<file path="config.mk">
export PLATFORM = sky130hd
export DESIGN_NAME = pwdk_pwm
export DESIGN_NICKNAME = d
export VERILOG_FILES = /design/src/design/pwdk_pwm.v
export VERILOG_INCLUDE_DIRS = /design/src /design/src/design
export SDC_FILE = /design/constraint.sdc
export NUM_CORES = 1
export LEC_CHECK = 0
export ABC_AREA = 1
export BUFFER_PORTS_ARGS = -buffer_cell sky130_fd_sc_hd__buf_2
export CORE_MARGIN = 8
export CORE_UTILIZATION = 45
export CTS_BUF_LIST = sky130_fd_sc_hd__clkbuf_16
export DETAILED_ROUTE_END_ITERATION = 16
export GPL_TIMING_DRIVEN = 0
export PLACE_DENSITY = 0.66
export REMOVE_ABC_BUFFERS = 1
export SYNTH_ARGS = -nofsm -noshare
export SYNTH_HDL_FRONTEND = slang
export SYNTH_SLANG_ARGS = --single-unit
</file>
<file path="constraint.sdc">
create_clock -name CLK -period 4.3 [get_ports CLK]
set_input_delay 0.43 -clock CLK [delete_from_list [all_inputs] [get_ports CLK]]
set_output_delay 0.43 -clock CLK [all_outputs]
set_load 0.05 [all_outputs]
</file>
<file path="src/design/pwdk_consts.vh">
`ifndef PWDK_CONSTS_VH
`define PWDK_CONSTS_VH
// ----------------------------------------------------------------
// register byte offsets
// ----------------------------------------------------------------
`define PWDK_ADR_CTRL    8'h00
`define PWDK_ADR_PERIOD  8'h04
`define PWDK_ADR_CMP1    8'h08
`define PWDK_ADR_CMP2    8'h0c
`define PWDK_ADR_DEAD    8'h10
`define PWDK_ADR_STATUS  8'h14
`define PWDK_ADR_MASK    8'h18
`define PWDK_ADR_CAPT    8'h1c
`define PWDK_ADR_COUNT   8'h20
// ----------------------------------------------------------------
// control fields
// ----------------------------------------------------------------
`define PWDK_C_SWEN      0
`define PWDK_C_RES16     1
`define PWDK_C_MODE_LO   2
`define PWDK_C_MODE_HI   4
`define PWDK_C_TRIG      5
`define PWDK_C_KILL_LO   6
`define PWDK_C_KILL_HI   7
`define PWDK_C_DEAD      8
`define PWDK_C_CAP_LO    9
`define PWDK_C_CAP_HI    10
`define PWDK_C_KCLR      11
// ----------------------------------------------------------------
// modes
// ----------------------------------------------------------------
`define PWDK_M_LEFT      3'h0
`define PWDK_M_RIGHT     3'h1
`define PWDK_M_CENTER    3'h2
`define PWDK_M_DUAL      3'h3
`define PWDK_M_HWSEL     3'h4
`define PWDK_M_DRES      3'h5
`define PWDK_M_DSEL      3'h6
`define PWDK_K_OFF       2'h0
`define PWDK_K_LEVEL     2'h1
`define PWDK_K_PERIOD    2'h2
`define PWDK_K_STICKY    2'h3
`define PWDK_P_NONE      2'h0
`define PWDK_P_RISE      2'h1
`define PWDK_P_FALL      2'h2
`define PWDK_P_BOTH      2'h3
// ----------------------------------------------------------------
// status bits and reset values
// ----------------------------------------------------------------
`define PWDK_S_TERM      0
`define PWDK_S_CMP       1
`define PWDK_S_NEMPTY    2
`define PWDK_S_FULL      3
`define PWDK_S_KILL      4
`define PWDK_S_RUN       5
`define PWDK_RST_CTRL    11'h000
`define PWDK_RST_PERIOD  16'hffff
`define PWDK_RST_CMP     18'h00000
`define PWDK_RST_DEAD    8'h00
`define PWDK_RST_MASK    2'h0
`endif

</file>
<file path="src/design/pwdk_pwm.v">
// How it works
// - period counter is 8 or 16 bits
// - counter steps once per clock edge
// - reset input reloads period like terminal count
// - reset input forces modulated outputs low
// - run needs hardware and software enable, plus trigger when trigger bit set
// - hardware enable sampled, one cycle latency
// - hardware trigger starts counting when trigger bit set
// - kill forces modulated outputs and phases low
// - hard macro kill: phases or all three modulated outputs
// - kill never touches counter or terminal pulse
// - select input picks first or second compare
// - qualified capture pushes count into fifo
// - two edge-aligned or one center/dual output
// - compare values double buffered at reload
// - dead band gives complementary gapped phases
// - four kill modes, all but off drop phases
// - dither adds two fractional compare bits
// - per-period select of compare output
// - interrupt from terminal count or compare rise
// - terminal pulse registered when counter zero
// - trigger registered, start one clock later
// - interrupt held until status read or mask cleared
`timescale 1ns/1ps
`include "pwdk_consts.vh"
module pwdk_pwm #(
  parameter HARD_MACRO = 0,
  parameter FIFO_DEPTH = 4,
  parameter FIFO_AW    = 2
) (
  input  wire        CLK,
  input  wire        RST_N,
  input  wire        WB_CYC_I,
  input  wire        WB_STB_I,
  input  wire        WB_WE_I,
  input  wire [7:0]  WB_ADR_I,
  input  wire [3:0]  WB_SEL_I,
  input  wire [31:0] WB_DAT_I,
  output reg  [31:0] WB_DAT_O,
  output reg         WB_ACK_O,
  input  wire        TRIGGER,
  input  wire        RESET_IN,
  input  wire        ENABLE,
  input  wire        KILL,
  input  wire        CMP_SEL,
  input  wire        CAPTURE,
  output reg         MOD_OUT,
  output reg         FIRST_MODULATED_OUTPUT,
  output reg         SECOND_MODULATED_OUTPUT,
  output reg         DEAD_TIME_PHASE_A,
  output reg         DEAD_TIME_PHASE_B,
  output reg         TERMINAL_COUNT_PULSE,
  output reg         IRQ
);
  localparam [FIFO_AW:0] FULL_CNT = FIFO_DEPTH[FIFO_AW:0];

  // ----------------------------------------------------------------
  // helpers
  // ----------------------------------------------------------------
  // byte-lane merge of a write
  function [31:0] merge;
    input [31:0] old;
    input [31:0] nw;
    input [3:0]  sel;
    integer i;
    begin
      merge = old;
      for (i = 0; i < 4; i = i + 1) begin
        if (sel[i])
          merge[i*8 +: 8] = nw[i*8 +: 8];
      end
    end
  endfunction

  // clip a value to the selected resolution
  function [15:0] rmask;
    input [15:0] v;
    input        r16;
    begin
      rmask = r16 ? v : {8'h00, v[7:0]};
    end
  endfunction

  // ----------------------------------------------------------------
  // state
  // ----------------------------------------------------------------
  reg [10:0] ctrl_reg;
  reg [15:0] period_reg;
  reg [17:0] cmp1_sh_reg;
  reg [17:0] cmp2_sh_reg;
  reg [17:0] cmp1_reg;
  reg [17:0] cmp2_reg;
  reg [15:0] per_act_reg;
  reg [7:0]  dead_reg;
  reg [1:0]  mask_reg;
  reg        st_term_reg;
  reg        st_cmp_reg;
  reg [15:0] count_reg;
  reg        rst_q_reg;
  reg        en_q_reg;
  reg        armed_reg;
  reg        kill_q_reg;
  reg        kill_lat_reg;
  reg        cap_q_reg;
  reg        cap_prev_reg;
  reg        sel_q_reg;
  reg        sel_lat_reg;
  reg [1:0]  dith_reg;
  reg        raw1_reg;
  reg [7:0]  dcnt_reg;
  reg [15:0] fifo_mem [0:FIFO_DEPTH-1];
  reg [FIFO_AW-1:0] wp_reg;
  reg [FIFO_AW-1:0] rp_reg;
  reg [FIFO_AW:0]   fcnt_reg;

  wire       sw_en    = ctrl_reg[`PWDK_C_SWEN];
  wire       res16    = ctrl_reg[`PWDK_C_RES16];
  wire [2:0] mode     = ctrl_reg[`PWDK_C_MODE_HI:`PWDK_C_MODE_LO];
  wire       trig_use = ctrl_reg[`PWDK_C_TRIG];
  wire [1:0] kmode    = ctrl_reg[`PWDK_C_KILL_HI:`PWDK_C_KILL_LO];
  wire       dead_en  = ctrl_reg[`PWDK_C_DEAD];
  wire [1:0] cmode    = ctrl_reg[`PWDK_C_CAP_HI:`PWDK_C_CAP_LO];

  // ----------------------------------------------------------------
  // bus decode
  // ----------------------------------------------------------------
  // ack one cycle after the request; the write lands on the ack edge
  wire req    = WB_CYC_I & WB_STB_I;
  wire commit = req & WB_ACK_O;
  wire wr     = commit & WB_WE_I;
  wire rd     = commit & ~WB_WE_I;
  wire [7:0]  adr = {WB_ADR_I[7:2], 2'b00};
  wire wr_ctrl  = wr & (adr == `PWDK_ADR_CTRL);
  wire rd_stat  = rd & (adr == `PWDK_ADR_STATUS);
  wire rd_capt  = rd & (adr == `PWDK_ADR_CAPT);
  wire [31:0] wmerge_ctrl = merge({21'h0, ctrl_reg}, WB_DAT_I, WB_SEL_I);
  wire [31:0] wmerge_per  = merge({16'h0, period_reg}, WB_DAT_I, WB_SEL_I);
  wire [31:0] wmerge_cmp1 = merge({14'h0, cmp1_sh_reg}, WB_DAT_I, WB_SEL_I);
  wire [31:0] wmerge_cmp2 = merge({14'h0, cmp2_sh_reg}, WB_DAT_I, WB_SEL_I);
  wire kill_clr = wr_ctrl & wmerge_ctrl[`PWDK_C_KCLR];

  // ----------------------------------------------------------------
  // run qualification
  // ----------------------------------------------------------------
  wire run    = sw_en & en_q_reg & (~trig_use | armed_reg);
  wire at_end = (count_reg == 16'h0000);
  wire reload = rst_q_reg | (run & at_end);
  wire kill_on = (kmode == `PWDK_K_LEVEL) ? kill_q_reg :
                 (kmode == `PWDK_K_OFF) ? 1'b0 :
                 (kill_q_reg | kill_lat_reg);

  // ----------------------------------------------------------------
  // compare logic
  // ----------------------------------------------------------------
  wire [15:0] pos = per_act_reg - count_reg;
  wire [15:0] c1  = rmask(cmp1_reg[15:0], res16);
  wire [15:0] c2  = rmask(cmp2_reg[15:0], res16);
  reg raw1_n;
  reg raw2_n;
  reg rawm_n;
  always @* begin
    raw1_n = pos < c1;
    raw2_n = pos < c2;
    rawm_n = 1'b0;
    case (mode)
      `PWDK_M_LEFT: begin
        rawm_n = raw1_n;
      end
      `PWDK_M_RIGHT: begin
        raw1_n = count_reg < c1;
        raw2_n = count_reg < c2;
        rawm_n = raw1_n;
      end
      `PWDK_M_CENTER: begin
        raw1_n = (pos >= c1) & (count_reg >= c1);
        raw2_n = 1'b0;
        rawm_n = raw1_n;
      end
      `PWDK_M_DUAL: begin
        raw1_n = (pos >= c1) & (pos < c2);
        raw2_n = 1'b0;
        rawm_n = raw1_n;
      end
      `PWDK_M_HWSEL: begin
        rawm_n = sel_q_reg ? raw2_n : raw1_n;
      end
      `PWDK_M_DRES: begin
        raw1_n = (pos < c1) | ((pos == c1) & (cmp1_reg[17:16] > dith_reg));
        raw2_n = 1'b0;
        rawm_n = raw1_n;
      end
      `PWDK_M_DSEL: begin
        rawm_n = sel_lat_reg ? raw2_n : raw1_n;
      end
      default: begin
        rawm_n = raw1_n;
      end
    endcase
    if (~run | rst_q_reg) begin
      raw1_n = 1'b0;
      raw2_n = 1'b0;
      rawm_n = 1'b0;
    end
  end

  wire changing = raw1_n ^ raw1_reg;
  wire cmp_rise = raw1_n & ~raw1_reg;
  wire term_ev  = run & at_end & ~rst_q_reg;
  wire st_term_n = term_ev | (st_term_reg & ~rd_stat);
  wire st_cmp_n  = cmp_rise | (st_cmp_reg & ~rd_stat);

  // ----------------------------------------------------------------
  // capture fifo control
  // ----------------------------------------------------------------
  wire cap_rise = cap_q_reg & ~cap_prev_reg;
  wire cap_fall = ~cap_q_reg & cap_prev_reg;
  wire cap_ev = ((cmode == `PWDK_P_RISE) & cap_rise) |
                ((cmode == `PWDK_P_FALL) & cap_fall) |
                ((cmode == `PWDK_P_BOTH) & (cap_rise | cap_fall));
  wire push = cap_ev & (fcnt_reg != FULL_CNT);
  wire pop  = rd_capt & (fcnt_reg != {(FIFO_AW+1){1'b0}});

  // ----------------------------------------------------------------
  // input sampling
  // ----------------------------------------------------------------
  // pins are synchronous, one register stage each
  always @(posedge CLK or negedge RST_N) begin
    if (!RST_N) begin
      rst_q_reg    <= 1'b0;
      en_q_reg     <= 1'b0;
      kill_q_reg   <= 1'b0;
      cap_q_reg    <= 1'b0;
      cap_prev_reg <= 1'b0;
      sel_q_reg    <= 1'b0;
      armed_reg    <= 1'b0;
      kill_lat_reg <= 1'b0;
    end else begin
      rst_q_reg    <= RESET_IN;
      en_q_reg     <= ENABLE;
      kill_q_reg   <= KILL;
      cap_q_reg    <= CAPTURE;
      cap_prev_reg <= cap_q_reg;
      sel_q_reg    <= CMP_SEL;
      armed_reg    <= sw_en & (armed_reg | TRIGGER);
      // latched kill: set wins over either clear
      if (kill_q_reg & kmode[1])
        kill_lat_reg <= 1'b1;
      else if (~kmode[1] | kill_clr | ((kmode == `PWDK_K_PERIOD) & at_end))
        kill_lat_reg <= 1'b0;
    end
  end

  // ----------------------------------------------------------------
  // period counter
  // ----------------------------------------------------------------
  // actives reload from shadows only at period boundary, on reset input, or when idle
  always @(posedge CLK or negedge RST_N) begin
    if (!RST_N) begin
      count_reg   <= `PWDK_RST_PERIOD;
      per_act_reg <= `PWDK_RST_PERIOD;
      cmp1_reg    <= `PWDK_RST_CMP;
      cmp2_reg    <= `PWDK_RST_CMP;
      dith_reg    <= 2'h0;
      sel_lat_reg <= 1'b0;
    end else begin
      if (reload | ~run) begin
        per_act_reg <= rmask(period_reg, res16);
        cmp1_reg    <= cmp1_sh_reg;
        cmp2_reg    <= cmp2_sh_reg;
      end
      if (reload) begin
        count_reg   <= rmask(period_reg, res16);
        dith_reg    <= dith_reg + 2'h1;
        sel_lat_reg <= sel_q_reg;
      end else if (run) begin
        count_reg <= count_reg - 16'h0001;
      end
    end
  end

  // ----------------------------------------------------------------
  // output stage
  // ----------------------------------------------------------------
  // compare, dead band and kill gating, all outputs registered
  always @(posedge CLK or negedge RST_N) begin
    if (!RST_N) begin
      raw1_reg <= 1'b0;
      dcnt_reg <= 8'h00;
      MOD_OUT  <= 1'b0;
      FIRST_MODULATED_OUTPUT  <= 1'b0;
      SECOND_MODULATED_OUTPUT <= 1'b0;
      DEAD_TIME_PHASE_A <= 1'b0;
      DEAD_TIME_PHASE_B <= 1'b0;
      TERMINAL_COUNT_PULSE <= 1'b0;
    end else begin
      raw1_reg <= raw1_n;
      if (changing)
        dcnt_reg <= dead_reg;
      else if (dcnt_reg != 8'h00)
        dcnt_reg <= dcnt_reg - 8'h01;
      TERMINAL_COUNT_PULSE <= at_end;
      if (kill_on & ((HARD_MACRO == 0) | ~dead_en)) begin
        MOD_OUT <= 1'b0;
        FIRST_MODULATED_OUTPUT  <= 1'b0;
        SECOND_MODULATED_OUTPUT <= 1'b0;
      end else begin
        MOD_OUT <= rawm_n;
        FIRST_MODULATED_OUTPUT  <= raw1_n;
        SECOND_MODULATED_OUTPUT <= raw2_n;
      end
      DEAD_TIME_PHASE_A <= dead_en & ~kill_on & run & ~rst_q_reg &
                           raw1_reg & ~changing & (dcnt_reg == 8'h00);
      DEAD_TIME_PHASE_B <= dead_en & ~kill_on & run & ~rst_q_reg &
                           ~raw1_reg & ~changing & (dcnt_reg == 8'h00);
    end
  end

  // ----------------------------------------------------------------
  // capture fifo
  // ----------------------------------------------------------------
  // full fifo drops new captures
  always @(posedge CLK) begin
    if (push)
      fifo_mem[wp_reg] <= count_reg;
  end

  always @(posedge CLK or negedge RST_N) begin
    if (!RST_N) begin
      wp_reg   <= {FIFO_AW{1'b0}};
      rp_reg   <= {FIFO_AW{1'b0}};
      fcnt_reg <= {(FIFO_AW+1){1'b0}};
    end else begin
      if (push)
        wp_reg <= wp_reg + {{(FIFO_AW-1){1'b0}}, 1'b1};
      if (pop)
        rp_reg <= rp_reg + {{(FIFO_AW-1){1'b0}}, 1'b1};
      if (push & ~pop)
        fcnt_reg <= fcnt_reg + {{FIFO_AW{1'b0}}, 1'b1};
      else if (pop & ~push)
        fcnt_reg <= fcnt_reg - {{FIFO_AW{1'b0}}, 1'b1};
    end
  end

  // ----------------------------------------------------------------
  // status and interrupt
  // ----------------------------------------------------------------
  // new events win over the read clear
  always @(posedge CLK or negedge RST_N) begin
    if (!RST_N) begin
      st_term_reg <= 1'b0;
      st_cmp_reg  <= 1'b0;
      IRQ         <= 1'b0;
    end else begin
      st_term_reg <= st_term_n;
      st_cmp_reg  <= st_cmp_n;
      IRQ <= |({st_cmp_n, st_term_n} & mask_reg);
    end
  end

  // ----------------------------------------------------------------
  // register file
  // ----------------------------------------------------------------
  always @(posedge CLK or negedge RST_N) begin
    if (!RST_N) begin
      ctrl_reg    <= `PWDK_RST_CTRL;
      period_reg  <= `PWDK_RST_PERIOD;
      cmp1_sh_reg <= `PWDK_RST_CMP;
      cmp2_sh_reg <= `PWDK_RST_CMP;
      dead_reg    <= `PWDK_RST_DEAD;
      mask_reg    <= `PWDK_RST_MASK;
    end else if (wr) begin
      case (adr)
        `PWDK_ADR_CTRL:   ctrl_reg <= wmerge_ctrl[10:0];
        `PWDK_ADR_PERIOD: period_reg <= wmerge_per[15:0];
        `PWDK_ADR_CMP1:   cmp1_sh_reg <= wmerge_cmp1[17:0];
        `PWDK_ADR_CMP2:   cmp2_sh_reg <= wmerge_cmp2[17:0];
        `PWDK_ADR_DEAD:   dead_reg <= WB_SEL_I[0] ? WB_DAT_I[7:0] : dead_reg;
        `PWDK_ADR_MASK:   mask_reg <= WB_SEL_I[0] ? WB_DAT_I[1:0] : mask_reg;
        default: ;
      endcase
    end
  end

  // ----------------------------------------------------------------
  // bus answer
  // ----------------------------------------------------------------
  // read data latched with ack, unmapped reads zero
  always @(posedge CLK or negedge RST_N) begin
    if (!RST_N) begin
      WB_ACK_O <= 1'b0;
      WB_DAT_O <= 32'h00000000;
    end else begin
      WB_ACK_O <= req & ~WB_ACK_O;
      if (req & ~WB_ACK_O) begin
        case (adr)
          `PWDK_ADR_CTRL:   WB_DAT_O <= {21'h0, ctrl_reg};
          `PWDK_ADR_PERIOD: WB_DAT_O <= {16'h0, period_reg};
          `PWDK_ADR_CMP1:   WB_DAT_O <= {14'h0, cmp1_sh_reg};
          `PWDK_ADR_CMP2:   WB_DAT_O <= {14'h0, cmp2_sh_reg};
          `PWDK_ADR_DEAD:   WB_DAT_O <= {24'h0, dead_reg};
          `PWDK_ADR_STATUS: WB_DAT_O <= {26'h0, run, kill_on,
                                         fcnt_reg == FULL_CNT,
                                         fcnt_reg != {(FIFO_AW+1){1'b0}},
                                         st_cmp_reg, st_term_reg};
          `PWDK_ADR_MASK:   WB_DAT_O <= {30'h0, mask_reg};
          `PWDK_ADR_CAPT:   WB_DAT_O <= {16'h0, fifo_mem[rp_reg]};
          `PWDK_ADR_COUNT:  WB_DAT_O <= {16'h0, count_reg};
          default:          WB_DAT_O <= 32'h00000000;
        endcase
      end
    end
  end
endmodule

</file>
==> results.json, run 1 <==
{
  "antenna_found_initial": 0,
  "dp_cells": 1940,
  "max_cap_violations": 0,
  "cts_sinks": 258,
  "critPathCaptureType": "flop",
  "port_buffers": 63,
  "areaGrowthSynthToFinish_pct": 16.92,
  "drtAntennaViolNets": 0,
  "ys.flop_type": "dfrtp_1",
  "fin_crit_sh": 1.022,
  "drive_gt1_frac": 0.1905,
  "grt_pass1_vias": 11030,
  "cp.arrival_ns": 4.87,
  "clock_latency_ns": 0.55,
  "syn_area_per_cell_um2": 8.914,
  "grt.overflow.total": 0,
  "synthAdderAreaFrac": 0.08000,
  "fin_cells": 2033,
  "ir_drop_mv": 0.2814,
  "synthXorXnorAreaFrac": 0.01862,
  "hold_path_class": "in2reg",
  "top_register": "fifo_mem",
  "synth_common_cells": "362 x nand2_1, 169 x inv_1, 146 x dfrtp_1, 137 x o21ai_0, 114 x nor2_1",
  "largest_register_ffs": 64,
  "final_util": 0.5366,
  "hold_path_depth": 3,
  "grt_start_max_net_pins": 111,
  "final_hold_viol_count": 0,
  "clockPowerShare": 0.391,
  "placed_area_um2": 14320,
  "synth_most_common_cell": "nand2_1",
  "wl_um": 38570,
  "fin_ws_ns": -0.09398,
  "violations": "setup timing",
  "p_comb_frac": 0.163,
  "synth_compound_area_frac": 0.1408,
  "syn_inst": 1530,
  "die_y_um": 190.1,
  "ys.warnings.count": 0,
  "setup_viol": 10,
  "fill_cells": 2680,
  "p_leak_nw": 7.144,
  "rsz0062_at_grt": "true",
  "powerDensity_nw_per_um2": 379.9,
  "worstMarginPinSlew_ns": 1.176,
  "yosysSeqAreaShare": 0.5013,
  "whs_ns": 0.1042,
  "drc": 0,
  "power_switching_mw": 1.690,
  "viasPerCell": 5.431,
  "r2r_end": "DEAD_TIME_PHASE_A",
  "crit-reg2reg-launch": "count_reg[2]",
  "cts_tree": "built",
  "chipWidth_um": 190.1,
  "hold_start": "TRIGGER",
  "nets": 1762,
  "p_sw_frac": 0.2790,
  "synth-edff-count": 64,
  "root_buffer": "clkbuf_16",
  "grt_pass1_wl_um": 60550,
  "synth.distinct_cells": 54,
  "cp_max_fo": 7,
  "min_period_ns": 4.394,
  "clock_skew_ns": 0.02294,
  "pre_cts_ws_ns": -0.8916,
  "start_kind": "flop",
  "crit_type": "reg2reg",
  "synth_area_leader_cell": "dfrtp_1",
  "drt_iter0_drc": 1047,
  "synthTopCellsByArea": "dfrtp_1 27%, edfxtp_1 14%, nand2_1 10%, dfstp_2 9.2%, ha_1 7.7%",
  "synthMuxAreaShare": 0.01404,
  "ys_ff_latch": 258,
  "whs_endpoint": "armed_reg",
  "row_count": 63,
  "antennaDiodeCount": 0,
  "cts_buffers": 28,
  "netlist_area_um2": 13640,
  "grt_usage": 0.2104,
  "start_util": 0.4589,
  "dp.final_hpwl_um": 27490,
  "fin_area_um2": 15950,
  "internal-power_mw": 4.367,
  "clock_path_buffers": 3,
  "cts.htree.levels": 1,
  "routabilityCongestion": 0.9107,
  "io_pins": 95,
  "report.final.slew_viol_count": 0,
  "status": "finished with violations",
  "rr_worst_depth": 33,
  "crit_top_cell": "nand2_1",
  "wire_per_inst_um": 18.97,
  "synth.top_cell.area_share": 0.2679,
  "max_freq_mhz": 227.6,
  "drt-pass1-iter-count": 5,
  "max_stage_delay_ns": 0.55,
  "pwr-share-seq": 0.447,
  "max_slew_margin": 0.2159,
  "multiInputGateArea_um2": 6286,
  "ff2ff_setup_slack_ns": -0.09,
  "die_area_um2": 36130,
  "synthSimpleGateAreaFrac": 0.1745,
  "synth_top_family_by_area": "simple AND/OR/NAND/NOR gates",
  "critPathRequiredTime_ns": 4.78,
  "async_reset_ff_frac": 0.7519,
  "core-area_um2": 29720,
  "cts.clk_slew.worst_paths_ns": 0.06,
  "regArea_um2": 6837,
  "vias": 11040,
  "cpMaxStageDelayCell": "dfstp_2"
}
## layout by cell type (no fill, tap or decap), types with 9 or more instances in the layout
cell	synthesis	routed
nand2_1	362	339
inv_1	169	166
dfrtp_1	146	146
o21ai_0	137	136
nor2_1	114	101
a21oi_1	94	91
ha_1	84	75
edfxtp_1	64	64
buf_2	3	62
dfstp_2	48	48
buf_4	14	30
clkbuf_16	0	28
nand2_2	8	26
nand4_1	24	24
nand3_1	31	24
nor3_1	19	19
xor2_1	20	18
mux2_2	17	17
o22ai_1	15	15
conb_1	1	14
inv_2	4	13
a221oi_1	12	12
nor2_2	1	10
xnor2_1	9	9
o211ai_1	9	9
ha_4	0	9
## power groups by stage
stage,logic (mW),registers (mW),clock network (mW)
2_1_floorplan,0.615,2.75,0
6_report,0.985,2.71,2.37
4_1_cts,0.957,2.71,2.41
5_1_grt,1.11,2.72,2.50
3_3_place_gp,0.829,2.77,0
3_5_place_dp,0.856,2.78,0
## metal layers
metal,share of wire,global-route usage
met3,0.057,0.03405
met5,0,0
met2,0.47,0.3478
met1,0.43,0.2740
met4,0.039,0.08058
## through the flow
stage               setup TNS, ns  total power, mW
detailed placement         -20.95            3.635
global route               -3.365            6.328
CTS                       -0.7911            6.076
global placement          -159.60            3.603
finish                    -0.6175            6.058
floorplan                       0            3.365
## cells by family after synthesis
family | after synthesis
fa+ha+maj | 86
mux | 17
flops | 258
compound gates | 327
buf+inv | 238
simple gates | 574
xor+xnor | 29
other cells | 1
## how the worst max path moves through the flow
stage,startpoint,end,slack [ns],cells past startpoint
final,count_reg[2],DEAD_TIME_PHASE_A,-0.09,33
after global routing,count_reg[2],dcnt_reg[0],-0.33,33
after CTS,count_reg[2],DEAD_TIME_PHASE_A,-0.10,38
after detailed placement,count_reg[3],DEAD_TIME_PHASE_B,-0.89,38
after global placement,count_reg[1],cmp2_reg[14],-1.78,9
after floorplan,count_reg[7],DEAD_TIME_PHASE_A,0.16,36
## critical path: cells and delay by family (launching register included)
family	cells	cell delay (ns)
AND/OR/NAND/NOR	20	2.05
flip-flops	1	0.55
AO/OA/AOI/OAI	5	0.62
buffers and inverters	5	0.37
XOR/XNOR	1	0.19
adder cells (fa/ha/maj)	2	0.56
## what timing repair did
item / in CTS / in global routing
cloned: 1 / 0
resized for setup: 55 / 36
setup endpoints to repair: 66 / 16
endpoints found under the hold margin: 49 / 0
pin swaps: 22 / 24
hold buffers: 6 / 0
setup buffers: 23 / 12
## layout make-up
| type | instances | area share |
|---|---|---|
| inverters | 176 | 0.04214 |
| clock buffers | 28 | 0.04394 |
| well taps | 390 | 0.03060 |
| repair buffers | 109 | 0.04732 |
| clock inverters | 24 | 0.01303 |
| flip-flops and latches | 258 | 0.4288 |
| multi-input cells | 1048 | 0.3942 |
No activity file was read; power rests on OpenSTA's default activity.
==> run 2: changes to the inputs <==
--- a/config.mk
+++ b/config.mk
@@ -9,11 +9,11 @@
 export ABC_AREA = 1
 export BUFFER_PORTS_ARGS = -buffer_cell sky130_fd_sc_hd__buf_2
 export CORE_MARGIN = 8
-export CORE_UTILIZATION = 45
+export CORE_UTILIZATION = 30
 export CTS_BUF_LIST = sky130_fd_sc_hd__clkbuf_16
 export DETAILED_ROUTE_END_ITERATION = 16
 export GPL_TIMING_DRIVEN = 0
-export PLACE_DENSITY = 0.66
+export PLACE_DENSITY = 0.46
 export REMOVE_ABC_BUFFERS = 1
 export SYNTH_ARGS = -nofsm -noshare
 export SYNTH_HDL_FRONTEND = slang
==> constraint.sdc (replaced) <==
create_clock -name CLK -period 4.9 [get_ports CLK]
set_input_delay 0.49 -clock CLK [delete_from_list [all_inputs] [get_ports CLK]]
set_output_delay 0.49 -clock CLK [all_outputs]
set_load 0.05 [all_outputs]
==> results.json, run 2 (synthesis gave the netlist of run 1 again) <==
{
  "critPathRequiredTime_ns": 5.36,
  "fill_cells": 4682,
  "root_buffer": "clkbuf_16",
  "hold_path_class": "in2async",
  "final_util": 0.3574,
  "min_period_ns": 4.559,
  "row_count": 78,
  "cp_max_fo": 5,
  "die_y_um": 229.2,
  "worstMarginPinSlew_ns": 1.514,
  "grt_pass1_wl_um": 66170,
  "drc": 0,
  "rr_worst_depth": 37,
  "wl_um": 42820,
  "ff2ff_setup_slack_ns": 0.34,
  "fin_ws_ns": 0.3412,
  "vias": 10870,
  "antenna_found_initial": 0,
  "antennaDiodeCount": 0,
  "clock_latency_ns": 0.57,
  "die_area_um2": 52540,
  "report.final.slew_viol_count": 12,
  "port_buffers": 63,
  "p_leak_nw": 7.175,
  "cts.clk_slew.worst_paths_ns": 0.06,
  "wire_per_inst_um": 19.06,
  "dp.final_hpwl_um": 30630,
  "max_cap_violations": 1,
  "areaGrowthSynthToFinish_pct": 18.17,
  "final_hold_viol_count": 12,
  "grt_pass1_vias": 10720,
  "cp.arrival_ns": 5.02,
  "start_kind": "flop",
  "clock_path_buffers": 3,
  "cts_tree": "built",
  "max_freq_mhz": 219.4,
  "fin_crit_sh": 0.9304,
  "viasPerCell": 4.837,
  "powerDensity_nw_per_um2": 333.2,
  "core-area_um2": 45090,
  "drtAntennaViolNets": 0,
  "grt.overflow.total": 0,
  "grt_start_max_net_pins": 105,
  "max_stage_delay_ns": 0.58,
  "placed_area_um2": 14650,
  "critPathCaptureType": "flop",
  "pre_cts_ws_ns": -0.3373,
  "cts_buffers": 30,
  "drt-pass1-iter-count": 5,
  "rsz0062_at_grt": "true",
  "drive_gt1_frac": 0.1712,
  "largest_register_ffs": 64,
  "crit_type": "reg2reg",
  "cts_sinks": 258,
  "setup_viol": 0,
  "start_util": 0.3025,
  "clock_skew_ns": 0.01095,
  "grt_usage": 0.1598,
  "max_slew_margin": -0.01318,
  "chipWidth_um": 229.2,
  "violations": "hold timing, capacitance limit, slew limit",
  "final_common_cell": "nand2_1",
  "routabilityCongestion": 0.8497,
  "cpMaxStageDelayCell": "dfstp_2",
  "ir_drop_mv": 0.2575,
  "nets": 1764,
  "cts.htree.levels": 1,
  "most-common-layout-cells": "351 x nand2_1, 177 x inv_1, 146 x dfrtp_1, 137 x o21ai_0, 103 x nor2_1",
  "drt_iter0_drc": 687,
  "status": "finished with violations",
  "whs_ns": -0.05924,
  "power_mw": 5.370,
  "top_register": "fifo_mem",
  "fin_area_um2": 16120,
  "io_pins": 95
}
[run 2: timing repair]
action / 4_1_cts / 5_1_grt
hold buffers: 4 / 0
cloned: 0 / 1
setup buffers: 7 / 26
endpoints found under the setup margin: 11 / 43
pin swaps: 1 / 18
gates resized for setup: 6 / 41
endpoints found under the hold margin: 4 / 0
[run 2: path summary, 6_finish.rpt]
kind	start	endpoint
worst max-delay path	count_reg[8]	dcnt_reg[4]
worst min-delay path	RST_N	dcnt_reg[0]
worst max register to register	count_reg[8]	dcnt_reg[4]
worst min register to register	cap_q_reg	cap_prev_reg
max in group asynchronous	RST_N	period_reg[12]
min in group CLK	ENABLE	en_q_reg
[run 2: through the flow]
stage | instances | TNS [ns]
floorplan | 1481 | 0
global placement | 2144 | -90.16
detailed placement | 2153 | -2.208
CTS | 2220 | 0
global route | 2247 | -0.1665
finish | 2247 | 0
[run 2: metal layers]
metal / wire length (um) / vias to the layer above / global-route usage
met1: 19780 / 5287 / 0.2189
met5: 0 / - / 0
met3: 1646 / 57 / 0.02151
li1: - / 5314 / -
met4: 1091 / 0 / 0.03985
met2: 20310 / 210 / 0.2641
[run 2: cell type report]
type                       instances  area (um^2)  area share
clock buffer                      31        775.7     0.04814
clock inverter                    25        135.1    0.008385
inverter                         176        671.9     0.04169
multi-input combinational       1048         6172      0.3830
sequential                       258         6837      0.4242
tap                              600        750.7     0.04658
timing repair buffer             109        773.2     0.04798
[run 2: worst max-delay path: cells and delay by family, from the launching register on]
| kind | cells | cell delay (ns) |
|---|---|---|
| AND/OR/NAND/NOR | 26 | 2.27 |
| adder cells (fa/ha/maj) | 2 | 0.62 |
| flip-flops | 1 | 0.58 |
| buffers and inverters | 6 | 0.55 |
| AO/OA/AOI/OAI | 2 | 0.26 |
| XOR/XNOR | 1 | 0.15 |
[run 2: power breakdown]
| part | switching [mW] | internal [mW] |
|---|---|---|
| logic | 0.546 | 0.326 |
| registers | 0.0709 | 2.31 |
| clock network | 0.935 | 1.19 |
| total | 1.55 | 3.82 |
